[src/rtl/gw_pkg.sv]
// gw_pkg: constants shared by the wake monitor and external interrupt block.
// Assumes a 100 MHz system clock and 32-bit APB register access.
package gw_pkg;

    // ------------------------------------------------------------
    // geometry
    // ------------------------------------------------------------
    localparam int PIN_COUNT = 24;
    localparam int EXT_COUNT = 4;
    localparam int SEL_W     = 5;

    // ------------------------------------------------------------
    // register byte offsets
    // ------------------------------------------------------------
    localparam logic [7:0] OFS_PIN_WAKE_ENABLE  = 8'h00;
    localparam logic [7:0] OFS_WAKE_SELECT      = 8'h04;
    localparam logic [7:0] OFS_WAKE_FILTER      = 8'h08;
    localparam logic [7:0] OFS_EXT_INT_CONFIG_A = 8'h0C;
    localparam logic [7:0] OFS_EXT_INT_PENDING  = 8'h1C;
    localparam logic [7:0] OFS_EXT_INT_C_SELECT = 8'h20;
    localparam logic [7:0] OFS_EXT_INT_D_SELECT = 8'h24;
    localparam logic [7:0] OFS_DEBUG_CONFIG     = 8'h28;
    localparam logic [7:0] OFS_DEBUG_STATUS     = 8'h2C;
    localparam logic [7:0] OFS_WAKE_STATUS      = 8'h30;

    // ------------------------------------------------------------
    // field positions
    // ------------------------------------------------------------
    // wake source order, shared by select and filter registers
    localparam int SRC_PINS = 0;
    localparam int SRC_SC1  = 1;
    localparam int SRC_SC2  = 2;
    localparam int SRC_EXTD = 3;
    localparam int CFG_MODE_LSB = 0;
    localparam int CFG_FILT_BIT = 3;
    localparam int DBGCFG_DEBUG_DISABLE = 0;
    localparam int DBGCFG_EXT_REG_EN    = 1;
    localparam int DBGCFG_TIMER_REMAP   = 2;
    localparam int DBGST_FORCED = 0;
    localparam int DBGST_SWIRE  = 1;
    localparam int DBGST_BOOT   = 2;

    // ------------------------------------------------------------
    // pin indices (port A 0..7, B 8..15, C 16..23)
    // ------------------------------------------------------------
    localparam int PIN_IRQ_A   = 8;
    localparam int PIN_IRQ_B   = 14;
    localparam int PIN_BOOT    = 5;
    localparam int PIN_REG_EN  = 7;
    localparam int PIN_JTAG_RESET_IN    = 16;
    localparam int PIN_JDO     = 18;
    localparam int PIN_JDI     = 19;
    localparam int PIN_JMS     = 20;
    localparam int PIN_TMR_DEF = 0;
    localparam int PIN_TMR_REM = 9;
    localparam int TMR_CHANS   = 4;

    // ------------------------------------------------------------
    // reset values
    // ------------------------------------------------------------
    localparam logic [2:0] RST_DEBUG_CONFIG = 3'h2;

    // ------------------------------------------------------------
    // timing
    // ------------------------------------------------------------
    localparam int CLK_NS         = 10;
    localparam int EXT_FILT_NS    = 450;
    localparam int EXT_FILT_CYC   = (EXT_FILT_NS + CLK_NS - 1) / CLK_NS;
    localparam int WAKE_SAMPLES   = 3;

    // ------------------------------------------------------------
    // trigger modes
    // ------------------------------------------------------------
    typedef enum logic [2:0] {
        GW_TRIG_OFF  = 3'h0,
        GW_TRIG_RISE = 3'h1,
        GW_TRIG_FALL = 3'h2,
        GW_TRIG_BOTH = 3'h3,
        GW_TRIG_HIGH = 3'h4,
        GW_TRIG_LOW  = 3'h5
    } gw_trig_t;

endpackage

[src/rtl/gw_stable_filter.sv]
// gw_stable_filter: passes a new input value only after it was seen on
// a run of consecutive samples. Used for wake and interrupt filtering.
// Assumes din and sampleEn are already in the clk domain.
`timescale 1ns/1ps
module gw_stable_filter #(
    parameter int RUN = 3
) (
    input  wire logic clk,
    input  wire logic rst,
    input  wire logic sampleEn,
    input  wire logic din,
    output logic      dout
);

    localparam int CW = $clog2(RUN + 1);
    localparam logic [CW-1:0] LAST = CW'(RUN - 1);

    logic [CW-1:0] runCount;

    // ------------------------------------------------------------
    // run counter; any sample equal to dout restarts the run
    // ------------------------------------------------------------
    always_ff @(posedge clk or posedge rst) begin
        if (rst) begin
            runCount <= '0;
            dout     <= 1'b0;
        end else if (sampleEn) begin
            if (din == dout) begin
                runCount <= '0;
            end else if (runCount == LAST) begin
                runCount <= '0;
                dout     <= din;   // run complete, accept value
            end else begin
                runCount <= runCount + CW'(1);
            end
        end
    end

endmodule

[src/rtl/gw_wake_irq.sv]
// gw_wake_irq: deep sleep wake monitor, four external interrupts with
// pending flags, debug configuration/status and debug pin overrides.
// Assumes pins, serial activity and the RC clock are asynchronous, while
// sleep control, analog mask and debugger state come from clk logic.
//
// Summary of operation
// - per-pin wake enable; enabled change wakes
// - pin levels captured on sleep entry
// - any difference from reference is wake
// - record pin wake, not which pin
// - filter enable per wake source
// - RC-clock samples, three equal differing samples
// - pin wake needs pin source select
// - analog pins never wake
// - four interrupts, one request line each
// - interrupts use normal input path
// - trigger mode codes zero to five
// - per-interrupt filter, 450 ns minimum
// - pending flags, write one clears
// - level interrupt re-pends while active
// - A, B fixed pins; C, D selectable
// - select 0..23 maps ports A, B, C
// - debug status: two debugger flags, boot
// - debug config holds debugger disable
// - JTAG forces pin directions and pull-ups
// - serial wire data pin debugger-directed
// - boot pin pulled up, regulator open-drain
// - timer two channels default or remapped
// - analog input reads as logic high
//
// The implementer's own choices: the placing of the registers and the APB slave port.
`timescale 1ns/1ps
module gw_wake_irq
    import gw_pkg::*;
(
    input  wire logic                 clk,
    input  wire logic                 rst,
    input  wire logic                 psel,
    input  wire logic                 penable,
    input  wire logic                 pwrite,
    input  wire logic [7:0]           paddr,
    input  wire logic [31:0]          pwdata,
    output logic      [31:0]          prdata,
    output logic                      pready,
    output logic                      pslverr,
    input  wire logic [PIN_COUNT-1:0] pinIn,
    input  wire logic [PIN_COUNT-1:0] analogMask,
    input  wire logic                 serialCtrlOneAct,
    input  wire logic                 serialCtrlTwoAct,
    input  wire logic                 rcClk,
    input  wire logic                 sleepEntry,
    input  wire logic                 deepSleep,
    input  wire logic                 jtagActive,
    input  wire logic                 swActive,
    input  wire logic                 swDataDrive,
    output logic                      wakeRequest,
    output logic      [EXT_COUNT-1:0] extIntRequest,
    output logic      [PIN_COUNT-1:0] pinOverride,
    output logic      [PIN_COUNT-1:0] pinOverrideOut,
    output logic      [PIN_COUNT-1:0] pinOverridePullUp,
    output logic      [PIN_COUNT-1:0] pinOverrideOpenDrain,
    output logic      [PIN_COUNT-1:0] timerTwoPins
);

    // ------------------------------------------------------------
    // synchronisers for asynchronous inputs
    // ------------------------------------------------------------
    logic [PIN_COUNT+2:0] syncA;
    logic [PIN_COUNT+2:0] syncB;

    // first stage feeds only the second stage
    always_ff @(posedge clk or posedge rst) begin
        if (rst) begin
            syncA <= '0;
            syncB <= '0;
        end else begin
            syncA <= {rcClk, serialCtrlTwoAct, serialCtrlOneAct, pinIn};
            syncB <= syncA;
        end
    end

    logic [PIN_COUNT-1:0] pinLevel;
    logic                 sc1Level;
    logic                 sc2Level;
    logic                 rcLevel;
    logic                 rcPrev;
    logic                 rcTick;

    // analog pins read high, so they never differ or give edges; a high-level trigger still fires on them
    assign pinLevel = syncB[PIN_COUNT-1:0] | analogMask;
    assign sc1Level = syncB[PIN_COUNT];
    assign sc2Level = syncB[PIN_COUNT+1];
    assign rcLevel  = syncB[PIN_COUNT+2];
    assign rcTick   = rcLevel & ~rcPrev;

    // rising edge of the slow RC clock gives the filter sample
    always_ff @(posedge clk or posedge rst) begin
        if (rst) begin
            rcPrev <= 1'b0;
        end else begin
            rcPrev <= rcLevel;
        end
    end

    // ------------------------------------------------------------
    // software registers
    // ------------------------------------------------------------
    logic [PIN_COUNT-1:0] pinWakeEnable;
    logic [EXT_COUNT-1:0] wakeSelect;
    logic [EXT_COUNT-1:0] wakeFilterEnable;
    logic [3:0]           extIntConfig [EXT_COUNT];
    logic [EXT_COUNT-1:0] extIntPendingFlags;
    logic [SEL_W-1:0]     extIntCSelect;
    logic [SEL_W-1:0]     extIntDSelect;
    logic [2:0]           debugConfig;
    logic                 wakeByPins;
    logic                 bootPinCaptured;

    logic       accessCycle;
    logic       writeHit;
    logic [5:0] wordIndex;
    logic [5:0] cfgBase;

    assign accessCycle = psel & penable & pready;
    assign writeHit    = accessCycle & pwrite;
    assign wordIndex   = paddr[7:2];
    assign cfgBase     = OFS_EXT_INT_CONFIG_A[7:2];

    // control registers written in the access phase
    always_ff @(posedge clk or posedge rst) begin
        if (rst) begin
            pinWakeEnable    <= '0;
            wakeSelect       <= '0;
            wakeFilterEnable <= '0;
            extIntCSelect    <= '0;
            extIntDSelect    <= '0;
            debugConfig      <= RST_DEBUG_CONFIG;
            for (int i = 0; i < EXT_COUNT; i++) begin
                extIntConfig[i] <= '0;
            end
        end else if (writeHit) begin
            unique case (paddr)
                OFS_PIN_WAKE_ENABLE:  pinWakeEnable    <= pwdata[PIN_COUNT-1:0];
                OFS_WAKE_SELECT:      wakeSelect       <= pwdata[EXT_COUNT-1:0];
                OFS_WAKE_FILTER:      wakeFilterEnable <= pwdata[EXT_COUNT-1:0];
                OFS_EXT_INT_C_SELECT: extIntCSelect    <= pwdata[SEL_W-1:0];
                OFS_EXT_INT_D_SELECT: extIntDSelect    <= pwdata[SEL_W-1:0];
                OFS_DEBUG_CONFIG:     debugConfig      <= pwdata[2:0];
                default: begin
                    for (int i = 0; i < EXT_COUNT; i++) begin
                        if (wordIndex == cfgBase + 6'(i)) begin
                            extIntConfig[i] <= pwdata[3:0];
                        end
                    end
                end
            endcase
        end
    end

    // ------------------------------------------------------------
    // APB answer: ready in the first access cycle, data from setup
    // ------------------------------------------------------------
    logic [31:0] next_prdata;
    logic        next_error;

    always_comb begin
        next_prdata = 32'h0000_0000;
        next_error  = 1'b0;
        unique case (paddr)
            OFS_PIN_WAKE_ENABLE:  next_prdata[PIN_COUNT-1:0] = pinWakeEnable;
            OFS_WAKE_SELECT:      next_prdata[EXT_COUNT-1:0] = wakeSelect;
            OFS_WAKE_FILTER:      next_prdata[EXT_COUNT-1:0] = wakeFilterEnable;
            OFS_EXT_INT_PENDING:  next_prdata[EXT_COUNT-1:0] = extIntPendingFlags;
            OFS_EXT_INT_C_SELECT: next_prdata[SEL_W-1:0]     = extIntCSelect;
            OFS_EXT_INT_D_SELECT: next_prdata[SEL_W-1:0]     = extIntDSelect;
            OFS_DEBUG_CONFIG:     next_prdata[2:0]           = debugConfig;
            OFS_DEBUG_STATUS: begin
                next_prdata[DBGST_FORCED] = jtagActive & ~debugConfig[DBGCFG_DEBUG_DISABLE];
                next_prdata[DBGST_SWIRE]  = swActive & ~debugConfig[DBGCFG_DEBUG_DISABLE];
                next_prdata[DBGST_BOOT]   = bootPinCaptured;
                next_error                = pwrite;            // read-only
            end
            OFS_WAKE_STATUS:      next_prdata[0]             = wakeByPins;
            default: begin
                next_error = 1'b1;
                for (int i = 0; i < EXT_COUNT; i++) begin
                    if (wordIndex == cfgBase + 6'(i) && paddr[1:0] == 2'h0) begin
                        next_prdata[3:0] = extIntConfig[i];
                        next_error       = 1'b0;
                    end
                end
            end
        endcase
    end

    // one wait-free access phase; unmapped addresses answer with an error
    always_ff @(posedge clk or posedge rst) begin
        if (rst) begin
            pready  <= 1'b0;
            pslverr <= 1'b0;
            prdata  <= 32'h0000_0000;
        end else begin
            pready  <= psel & ~penable;
            pslverr <= psel & ~penable & next_error;
            prdata  <= (psel & ~penable & ~pwrite) ? next_prdata : 32'h0000_0000;
        end
    end

    // ------------------------------------------------------------
    // external interrupt sources and detection
    // ------------------------------------------------------------
    logic [EXT_COUNT-1:0] extRaw;
    logic [EXT_COUNT-1:0] extFilt;
    logic [EXT_COUNT-1:0] extLevel;
    logic [EXT_COUNT-1:0] extPrev;
    logic [EXT_COUNT-1:0] extSet;
    logic [EXT_COUNT-1:0] extClear;

    // selection beyond 23 reads as idle high, the analog level
    assign extRaw[0] = pinLevel[PIN_IRQ_A];
    assign extRaw[1] = pinLevel[PIN_IRQ_B];
    assign extRaw[2] = (32'(extIntCSelect) < PIN_COUNT) ? pinLevel[extIntCSelect] : 1'b1;
    assign extRaw[3] = (32'(extIntDSelect) < PIN_COUNT) ? pinLevel[extIntDSelect] : 1'b1;

    generate
        for (genvar g = 0; g < EXT_COUNT; g++) begin : gExt
            gw_stable_filter #(
                .RUN      (EXT_FILT_CYC)
            ) uFilt (
                .clk      (clk),
                .rst      (rst),
                .sampleEn (1'b1),
                .din      (extRaw[g]),
                .dout     (extFilt[g])
            );
            // filtered path rejects pulses shorter than the filter run
            assign extLevel[g] = extIntConfig[g][CFG_FILT_BIT] ? extFilt[g] : extRaw[g];
        end
    endgenerate

    // previous level for edge detection
    always_ff @(posedge clk or posedge rst) begin
        if (rst) begin
            extPrev <= '0;
        end else begin
            extPrev <= extLevel;
        end
    end

    // trigger decode per source
    always_comb begin
        extSet = '0;
        for (int i = 0; i < EXT_COUNT; i++) begin
            unique case (extIntConfig[i][2:0])
                GW_TRIG_RISE: extSet[i] = extLevel[i] & ~extPrev[i];
                GW_TRIG_FALL: extSet[i] = ~extLevel[i] & extPrev[i];
                GW_TRIG_BOTH: extSet[i] = extLevel[i] ^ extPrev[i];
                GW_TRIG_HIGH: extSet[i] = extLevel[i];
                GW_TRIG_LOW:  extSet[i] = ~extLevel[i];
                default:      extSet[i] = 1'b0;           // off and unused codes
            endcase
        end
    end

    assign extClear = (writeHit && paddr == OFS_EXT_INT_PENDING) ? pwdata[EXT_COUNT-1:0] : '0;

    // set beats clear so a same-cycle event is kept
    always_ff @(posedge clk or posedge rst) begin
        if (rst) begin
            extIntPendingFlags <= '0;
        end else begin
            extIntPendingFlags <= (extIntPendingFlags & ~extClear) | extSet;
        end
    end

    // one request line per source, only while its mode is on
    always_ff @(posedge clk or posedge rst) begin
        if (rst) begin
            extIntRequest <= '0;
        end else begin
            for (int i = 0; i < EXT_COUNT; i++) begin
                extIntRequest[i] <= extIntPendingFlags[i] & (extIntConfig[i][2:0] != 3'h0);
            end
        end
    end

    // ------------------------------------------------------------
    // deep sleep wake monitor
    // ------------------------------------------------------------
    logic [PIN_COUNT-1:0] pinRef;
    logic                 sc1Ref;
    logic                 sc2Ref;
    logic                 extDRef;
    logic [EXT_COUNT-1:0] srcDiff;
    logic [EXT_COUNT-1:0] srcFilt;
    logic [EXT_COUNT-1:0] srcHit;

    // snapshot of every input on entry to sleep
    always_ff @(posedge clk or posedge rst) begin
        if (rst) begin
            pinRef  <= '1;
            sc1Ref  <= 1'b0;
            sc2Ref  <= 1'b0;
            extDRef <= 1'b1;
        end else if (sleepEntry) begin
            pinRef  <= pinLevel;
            sc1Ref  <= sc1Level;
            sc2Ref  <= sc2Level;
            extDRef <= extRaw[3];
        end
    end

    // no edge or level choice: any mismatch counts
    assign srcDiff[SRC_PINS] = |((pinLevel ^ pinRef) & pinWakeEnable);
    assign srcDiff[SRC_SC1]  = sc1Level ^ sc1Ref;
    assign srcDiff[SRC_SC2]  = sc2Level ^ sc2Ref;
    assign srcDiff[SRC_EXTD] = extRaw[3] ^ extDRef;

    // filters only advance on RC ticks and are untouched by sleep
    generate
        for (genvar w = 0; w < EXT_COUNT; w++) begin : gWake
            gw_stable_filter #(
                .RUN      (WAKE_SAMPLES)
            ) uWake (
                .clk      (clk),
                .rst      (rst),
                .sampleEn (rcTick),
                .din      (srcDiff[w]),
                .dout     (srcFilt[w])
            );
            assign srcHit[w] = wakeSelect[w] &
                (wakeFilterEnable[w] ? srcFilt[w] : srcDiff[w]);
        end
    endgenerate

    // wake is held until the next sleep entry; only the pin fact is kept
    always_ff @(posedge clk or posedge rst) begin
        if (rst) begin
            wakeRequest <= 1'b0;
            wakeByPins  <= 1'b0;
        end else if (sleepEntry) begin
            wakeRequest <= 1'b0;
            wakeByPins  <= 1'b0;
        end else if (deepSleep) begin
            if (|srcHit) begin
                wakeRequest <= 1'b1;
            end
            if (srcHit[SRC_PINS]) begin
                wakeByPins <= 1'b1;
            end
        end
    end

    // ------------------------------------------------------------
    // boot pin capture after reset release
    // ------------------------------------------------------------
    logic [2:0] bootPending;

    // the sampled level is only valid once the synchroniser has filled
    always_ff @(posedge clk or posedge rst) begin
        if (rst) begin
            bootPending     <= 3'h7;
            bootPinCaptured <= 1'b0;
        end else if (bootPending != 3'h0) begin
            bootPending     <= bootPending >> 1;
            if (bootPending == 3'h1) begin
                bootPinCaptured <= ~syncB[PIN_BOOT];
            end
        end
    end

    // ------------------------------------------------------------
    // forced pin functions
    // ------------------------------------------------------------
    logic dbgOn;
    logic jtagOn;
    logic swOn;

    assign dbgOn  = ~debugConfig[DBGCFG_DEBUG_DISABLE];
    assign jtagOn = dbgOn & jtagActive;
    assign swOn   = dbgOn & swActive & ~jtagActive;

    always_ff @(posedge clk or posedge rst) begin
        if (rst) begin
            // reset: boot pin pulled up, everything else released
            pinOverride          <= '0;
            pinOverrideOut       <= '0;
            pinOverridePullUp    <= '0;
            pinOverrideOpenDrain <= '0;
            pinOverride[PIN_BOOT]       <= 1'b1;
            pinOverridePullUp[PIN_BOOT] <= 1'b1;
        end else begin
            pinOverride          <= '0;
            pinOverrideOut       <= '0;
            pinOverridePullUp    <= '0;
            pinOverrideOpenDrain <= '0;
            if (bootPending != 3'h0) begin
                pinOverride[PIN_BOOT]       <= 1'b1;
                pinOverridePullUp[PIN_BOOT] <= 1'b1;
            end
            if (debugConfig[DBGCFG_EXT_REG_EN]) begin
                pinOverride[PIN_REG_EN]          <= 1'b1;
                pinOverrideOut[PIN_REG_EN]       <= 1'b1;
                pinOverrideOpenDrain[PIN_REG_EN] <= 1'b1;
            end
            if (jtagOn) begin
                pinOverride[PIN_JTAG_RESET_IN]       <= 1'b1;
                pinOverridePullUp[PIN_JTAG_RESET_IN] <= 1'b1;
                pinOverride[PIN_JDI]        <= 1'b1;
                pinOverridePullUp[PIN_JDI]  <= 1'b1;
                pinOverride[PIN_JMS]        <= 1'b1;
                pinOverridePullUp[PIN_JMS]  <= 1'b1;
                pinOverride[PIN_JDO]        <= 1'b1;
                pinOverrideOut[PIN_JDO]     <= 1'b1;
            end else if (swOn) begin
                pinOverride[PIN_JMS]    <= 1'b1;
                pinOverrideOut[PIN_JMS] <= swDataDrive;   // floating input otherwise
            end
        end
    end

    // timer two channel placement
    always_ff @(posedge clk or posedge rst) begin
        if (rst) begin
            timerTwoPins <= '0;
        end else begin
            timerTwoPins <= '0;
            for (int i = 0; i < TMR_CHANS; i++) begin
                if (debugConfig[DBGCFG_TIMER_REMAP]) begin
                    timerTwoPins[PIN_TMR_REM + i] <= 1'b1;
                end else begin
                    timerTwoPins[PIN_TMR_DEF + i] <= 1'b1;
                end
            end
        end
    end

endmodule

[config.mk]
export PLATFORM = sky130hd
export DESIGN_NAME = gw_wake_irq
export DESIGN_NICKNAME = d
export VERILOG_FILES = /design/src/rtl/gw_pkg.sv /design/src/rtl/gw_stable_filter.sv /design/src/rtl/gw_wake_irq.sv
export SDC_FILE = /design/constraint.sdc
export NUM_CORES = 1
export LEC_CHECK = 0
export BUFFER_PORTS_ARGS = -buffer_cell sky130_fd_sc_hd__buf_2
export CORE_AREA = 2 2 153 155
export DETAILED_ROUTE_END_ITERATION = 12
export DIE_AREA = 0 0 155 157
export PLACE_DENSITY_LB_ADDON = 0.3
export SYNTH_ARGS = -nofsm -noshare
export SYNTH_HDL_FRONTEND = slang
export SYNTH_SLANG_ARGS = --single-unit
[constraint.sdc]
create_clock -name clk -period 17.5 [get_ports clk]
set_input_delay 3.5 -clock clk [delete_from_list [all_inputs] [get_ports clk]]
set_output_delay 3.5 -clock clk [all_outputs]
set_load 0.02 [all_outputs]
* After elaboration in Yosys (flattened, before gate mapping)
Index checks and enable logic that the tools add are counted.
** Storage, ports and cells
- Bits in registers :: 246
- Input bits :: 101
- Output and inout port bits :: 159
** Operators by class
- $add $sub $neg :: 8
- $lt $le $gt $ge :: 4
- Eq/ne operators :: 49
- Muxes and demuxes :: 66
- Bitwise gates (word level) :: 62
- Reductions and logical operators :: 41
** Operator list (count)
- two-way mux 6 bit :: 8
- equality test 8 x 6 -> 1 bit, second input constant :: 5
- two-way mux 1 bit :: 31
- AND 1 bit :: 26
- AND reduction 2 bit :: 13
- adder 6 x 1 -> 6 bit, second input constant :: 4
- AND 24 bit :: 1
- equality test 3 x 2 -> 1 bit, second input constant :: 8
- equality test 3 bit, second input constant :: 8
- equality test 6 bit, second input constant :: 4
- two-way mux 24 bit :: 1
- bitwise OR 24 bit :: 1
- AND reduction 3 bit :: 8
- OR reduction 24 bit :: 1
- bitwise XOR 24 bit :: 1
- inverter 1 bit :: 23
- two-way mux 4 bit :: 5
- case mux 1 bit (5 select lines) :: 4
- two-way mux 19 bit :: 1
- equality test 6 x 3 -> 1 bit, second input constant :: 3
- two-way mux 2 bit :: 9
- case mux 2 bit (9 select lines) :: 1
- equality test 3 x 1 -> 1 bit, second input constant :: 5
- nonzero test 3 bit :: 5
- 26 further kinds :: 54

* Logic depth before layout (Yosys ltp)
- Depth after elaboration :: 11
- Mapped depth :: 14
- Mapped depth without buffers :: 13

* By module
From an unflattened synthesis, not the netlist that was laid out.
** Unflattened totals
- Cell total of the unflattened synthesis :: 1042
- Area total of the unflattened synthesis :: 11424.7 sq um
** Modules (own cells, without submodules)
- gw_wake_irq :: times used 1, cells an instance 810, area an instance 9152.5 sq um, seq. area each 4892.2 sq um
- gw_stable_filter at gExt[0].uFilt ... :: times used 4, cells an instance 45, area an instance 425.4 sq um, seq. area each 175.2 sq um
- gw_stable_filter at gWake[0].uWake ... :: times used 4, cells an instance 13, area an instance 142.6 sq um, seq. area each 75.1 sq um

* Worst setup path after synthesis
OpenSTA, ideal clock, no wires.
- Kind :: input port to flip-flop
- Start :: input analogMask[14]
- End :: register extIntPendingFlags[2]
- Data arrival time :: 5661 ps
- Setup slack :: 11697 ps
- Stages :: 13
- Path buffers :: 1
- Cells stage by stage :: nor2_1 a2111oi_0 a311oi_1 nor4bb_1 or3_1 clkbuf_1 o21ai_0 ha_1 mux2_2 a21oi_1 nor2_1 a221oi_1 o311ai_1
** On the way
- Longest elaborated chain between the ends :: 9
- Elaborated cells between the ends (all ways) :: 11
** RTL lines
- start, declared :: line gw_wake_irq.sv:47 : input wire logic [PIN_COUNT-1:0] analogMask,
- bitwise OR 24 bit (*) :: line gw_wake_irq.sv:90 : assign pinLevel = syncB[PIN_COUNT-1:0] | analogMask;
- binary-select mux 1 bit (select 5 bit) (*) :: line gw_wake_irq.sv:222 : assign extRaw[2] = (32'(extIntCSelect) < PIN_COUNT) ? pinLevel[extIntCSelect] : 1'b1;
- two-way mux 1 bit (implied by the code) (*) :: line gw_wake_irq.sv:222
- two-way mux 1 bit (*) :: line gw_wake_irq.sv:222
- two-way mux 1 bit (*) :: line gw_wake_irq.sv:237 : assign extLevel[g] = extIntConfig[g][CFG_FILT_BIT] ? extFilt[g] : extRaw[g];
- inverter 1 bit :: line gw_wake_irq.sv:256, gw_wake_irq.sv:259
- AND 1 bit :: line gw_wake_irq.sv:256 : GW_TRIG_FALL: extSet[i] = ~extLevel[i] & extPrev[i];
- case mux 1 bit (5 select lines) (*) :: line gw_wake_irq.sv:254 : unique case (extIntConfig[i][2:0])
- bitwise OR 4 bit (*) :: line gw_wake_irq.sv:272 : extIntPendingFlags <= (extIntPendingFlags & ~extClear) | extSet;
- end signal, assigned :: line gw_wake_irq.sv:272
- end, declared :: line gw_wake_irq.sv:112 : logic [EXT_COUNT-1:0] extIntPendingFlags;
Every way passes the cells marked *; elsewhere a longest branch is shown, timed or not. The select of a mux whose other input is x is not followed.
A chain may end at the register's enable or synchronous reset.

* Final worst setup path
Ends and elaborated chain as after synthesis.

==> flow_metrics.env <==
export IMPL_via_per_inst=5.21
export IMPL_period_share_pct=35.6
export IMPL_cts_tree="yes"
export IMPL_routedWlPerCell_um=16.3
export IMPL_fp_dieW_um=155
export IMPL_cts_hold_buf=0
export IMPL_cts_root_buffer="clkbuf_16"
export IMPL_syn_inst=1006
export IMPL_clk_pin_slew_ns=0.06
export IMPL_cp_max_fo=6
export IMPL_ant_nets=0
export IMPL_drive_above_1_share_pct=27.3
export IMPL_synth_seq_area_share_pct=52.9
export IMPL_rows=55
export IMPL_via_count=7509
export IMPL_overflow=0
export IMPL_maxCapViolCount=0
export IMPL_clock_path_buffers=3
export IMPL_cts_sinks=234
export IMPL_layout_nets=1249
export IMPL_die_area_um2=24300
export IMPL_dp_hpwl_mm=17.0
export IMPL_final_setup_skew_ns=0.0137
export IMPL_first_pass_iters=5
export IMPL_async_flop_share_pct=100
export IMPL_tightest_slew_ns=1.06
export IMPL_cts_htree_levels=1
export IMPL_grt_usage_pct=19.4
export IMPL_postCtsResizedCells=0
export IMPL_synth_common_cells="dfrtp_1, buf_4, nor2_1"
export IMPL_yosysWarnings=0
export IMPL_drc=0
export IMPL_fmax_mhz=161
export IMPL_postSynthRegisterBits=234
export IMPL_crit_required_ns=17.88
export IMPL_n_fill_cell=1951
export IMPL_io_pins=260
export IMPL_antenna_found_initial=4
export IMPL_initial_core_util_pct=49.5
export IMPL_synthMuxAreaShare_pct=10.4
export IMPL_peakVddDrop_mv=0.0773
export IMPL_first_global_vias=7076
export IMPL_syn2layout_area_growth_pct=12.1
export IMPL_routed_wl_mm=23.6
export IMPL_synth_simple_area_share_pct=13.2
export IMPL_hold_violations=0
export IMPL_yosysMostFrequentCell="dfrtp_1"
export IMPL_cts_buffers=25
export IMPL_syn_area_per_cell_um2=11.1
export IMPL_status="complete, no violations"
export IMPL_synth_edf_count=0
export IMPL_synth_area_um2=11100
export IMPL_min_path_type="register to register"
export IMPL_fin_crit_ns=6.23
export IMPL_core_region_area_um2=22500
export IMPL_setup_viol=0
export IMPL_drt_initial_drc_count=490
export IMPL_crit_type="primary input to register"
export IMPL_power_leakage_nw=5.96
export IMPL_synth_ff_type="dfrtp_1"
export IMPL_p_per_area_nw_per_um2=101
export IMPL_fp_dieH_um=157
export IMPL_postCtsSetupBuffers=0
export IMPL_arrival_ns=6.61
export IMPL_ys_types=64
export IMPL_synth_compound_area_share_pct=8.38
export IMPL_ys_top_cells_by_area="dfrtp_1, buf_4, mux2_2"
export IMPL_grt_max_degree=88
export IMPL_insertion_delay_ns=0.53
export IMPL_yosysTopAreaCell="dfrtp_1"
export IMPL_port_buffer_count=145
export IMPL_synth_top_family_by_area="simple AND/OR/NAND/NOR gates"
export IMPL_relSlewSlack_pct=29.1
export IMPL_synth_xor_area_share_pct=3.03
export IMPL_gp_congestion=0.890
export IMPL_tns_ns=0
export IMPL_yosys_area_share_adder_pct=1.57
export IMPL_grt_pass1_wl_mm=37.5
export IMPL_total_power_mw=1.27
export IMPL_rsz0062_at_grt="no"
export IMPL_slew_violations=0
export IMPL_synth_top_area_share_pct=45.8
export IMPL_cp_end_kind="register"
export IMPL_startpoint_type="primary input"
[critical path, stage by stage]
cell	delay (ns)
buf_2	0.11
nor2_1	0.50
a2111oi_0	0.21
a311oi_1	0.33
nor4bb_1	0.37
or3_1	0.35
o21ai_0	0.14
ha_1	0.20
mux2_2	0.27
a21oi_1	0.15
nor2_1	0.07
a221oi_1	0.26
o311ai_1	0.15
[cells in the final DEF (no fill, tap or decap), types with 10 or more instances in the layout]
master     instances
xnor2_1           25
conb_1           107
mux2i_1           11
and3_1            13
a21oi_1           48
xor2_1            11
and2_1            23
nor2b_1           10
nand2_1           55
inv_1             31
nor3_1            22
clkbuf_16         25
dfstp_2           30
dfrtp_1          204
buf_2            145
ha_1              14
nor2_1           101
nand3_1           16
o21ai_0           35
mux2_2            74
or3_1             17
[routing by layer]
metal	share of wire, %	wire (um)	vias up	global-route usage (%)
li1	-	-	3511	-
met1	45	10500	3638	27.1
met2	45	10500	303	30.8
met3	6.7	1590	57	3.17
met4	3.8	904	0	7.63
met5	0	0	-	0
[area by class of cell]
type                    count  area (um2)  area share, %
repair buffers            147         741           5.93
diodes                      4        10.0         0.0802
clock inverters            11         165           1.32
inverters                  34         135           1.08
multi-input cells         692        4480           35.9
well taps                 285         357           2.86
flip-flops and latches    234        5890           47.2
clock buffers              35         703           5.63
[per-stage QoR]
stage               instance area (um2)  setup slack [ns]  util (%)  std cells  hold WS [ns]
CTS                               12500             11.40      55.5       1438         0.338
global placement                  11600             11.11      51.6       1392         0.332
finish                            12500             11.27      55.5       1442         0.336
floorplan                         11500              7.63         -       1112         0.331
detailed placement                11600             10.95      51.6       1392         0.335
global route                      12500             11.19      55.5       1442         0.347
[logic make-up (layout without fill, tap and decap cells)]
kind of cell | count (synthesis) | count (layout)
multiplexers | 95 | 95
AND/OR/NAND/NOR | 295 | 295
buffers and inverters | 186 | 227
other | 1 | 111
XOR/XNOR | 37 | 37
AO/OA/AOI/OAI | 144 | 144
adder cells (fa/ha/maj) | 14 | 14
flip-flops | 234 | 234
[report_power, final]
part	internal, mW	total (mW)	switching (mW)
Sequential	0.576	0.599	0.0230
Combinational	0.0441	0.118	0.0737
Clock	0.340	0.551	0.211
Total	0.960	1.27	0.307
[state kept, by name, summed over array words and instances, names as in the netlist, 2 cells and up]
register / cells
bootPending: 3
debugConfig: 3
extIntCSelect: 5
extIntConfig: 16
extIntDSelect: 5
extIntPendingFlags: 4
extIntRequest: 4
extPrev: 4
gExt.uFilt.dout: 4
gExt.uFilt.runCount: 24
gWake.uWake.dout: 4
gWake.uWake.runCount: 8
pinOverrideOut: 2
pinOverridePullUp: 2
pinRef: 24
pinWakeEnable: 24
prdata: 24
syncA: 27
syncB: 27
timerTwoPins: 2
wakeFilterEnable: 4
wakeSelect: 4
[worst paths after layout]
check                                    start               endpoint  slack (ns)  cells after the start
max in group asynchronous                  rst       extIntRequest[1]       12.20                      4
worst min register to register       syncA[22]              syncB[22]        0.34                      0
worst max register to register       syncB[14]  extIntPendingFlags[2]       13.97                     12
min in group asynchronous                  rst              syncA[19]        3.04                      2
worst max-delay path            analogMask[14]  extIntPendingFlags[2]       11.27                     13
worst min-delay path                 syncA[22]              syncB[22]        0.34                      0
Note: power is estimated with default switching activity, not from simulation.
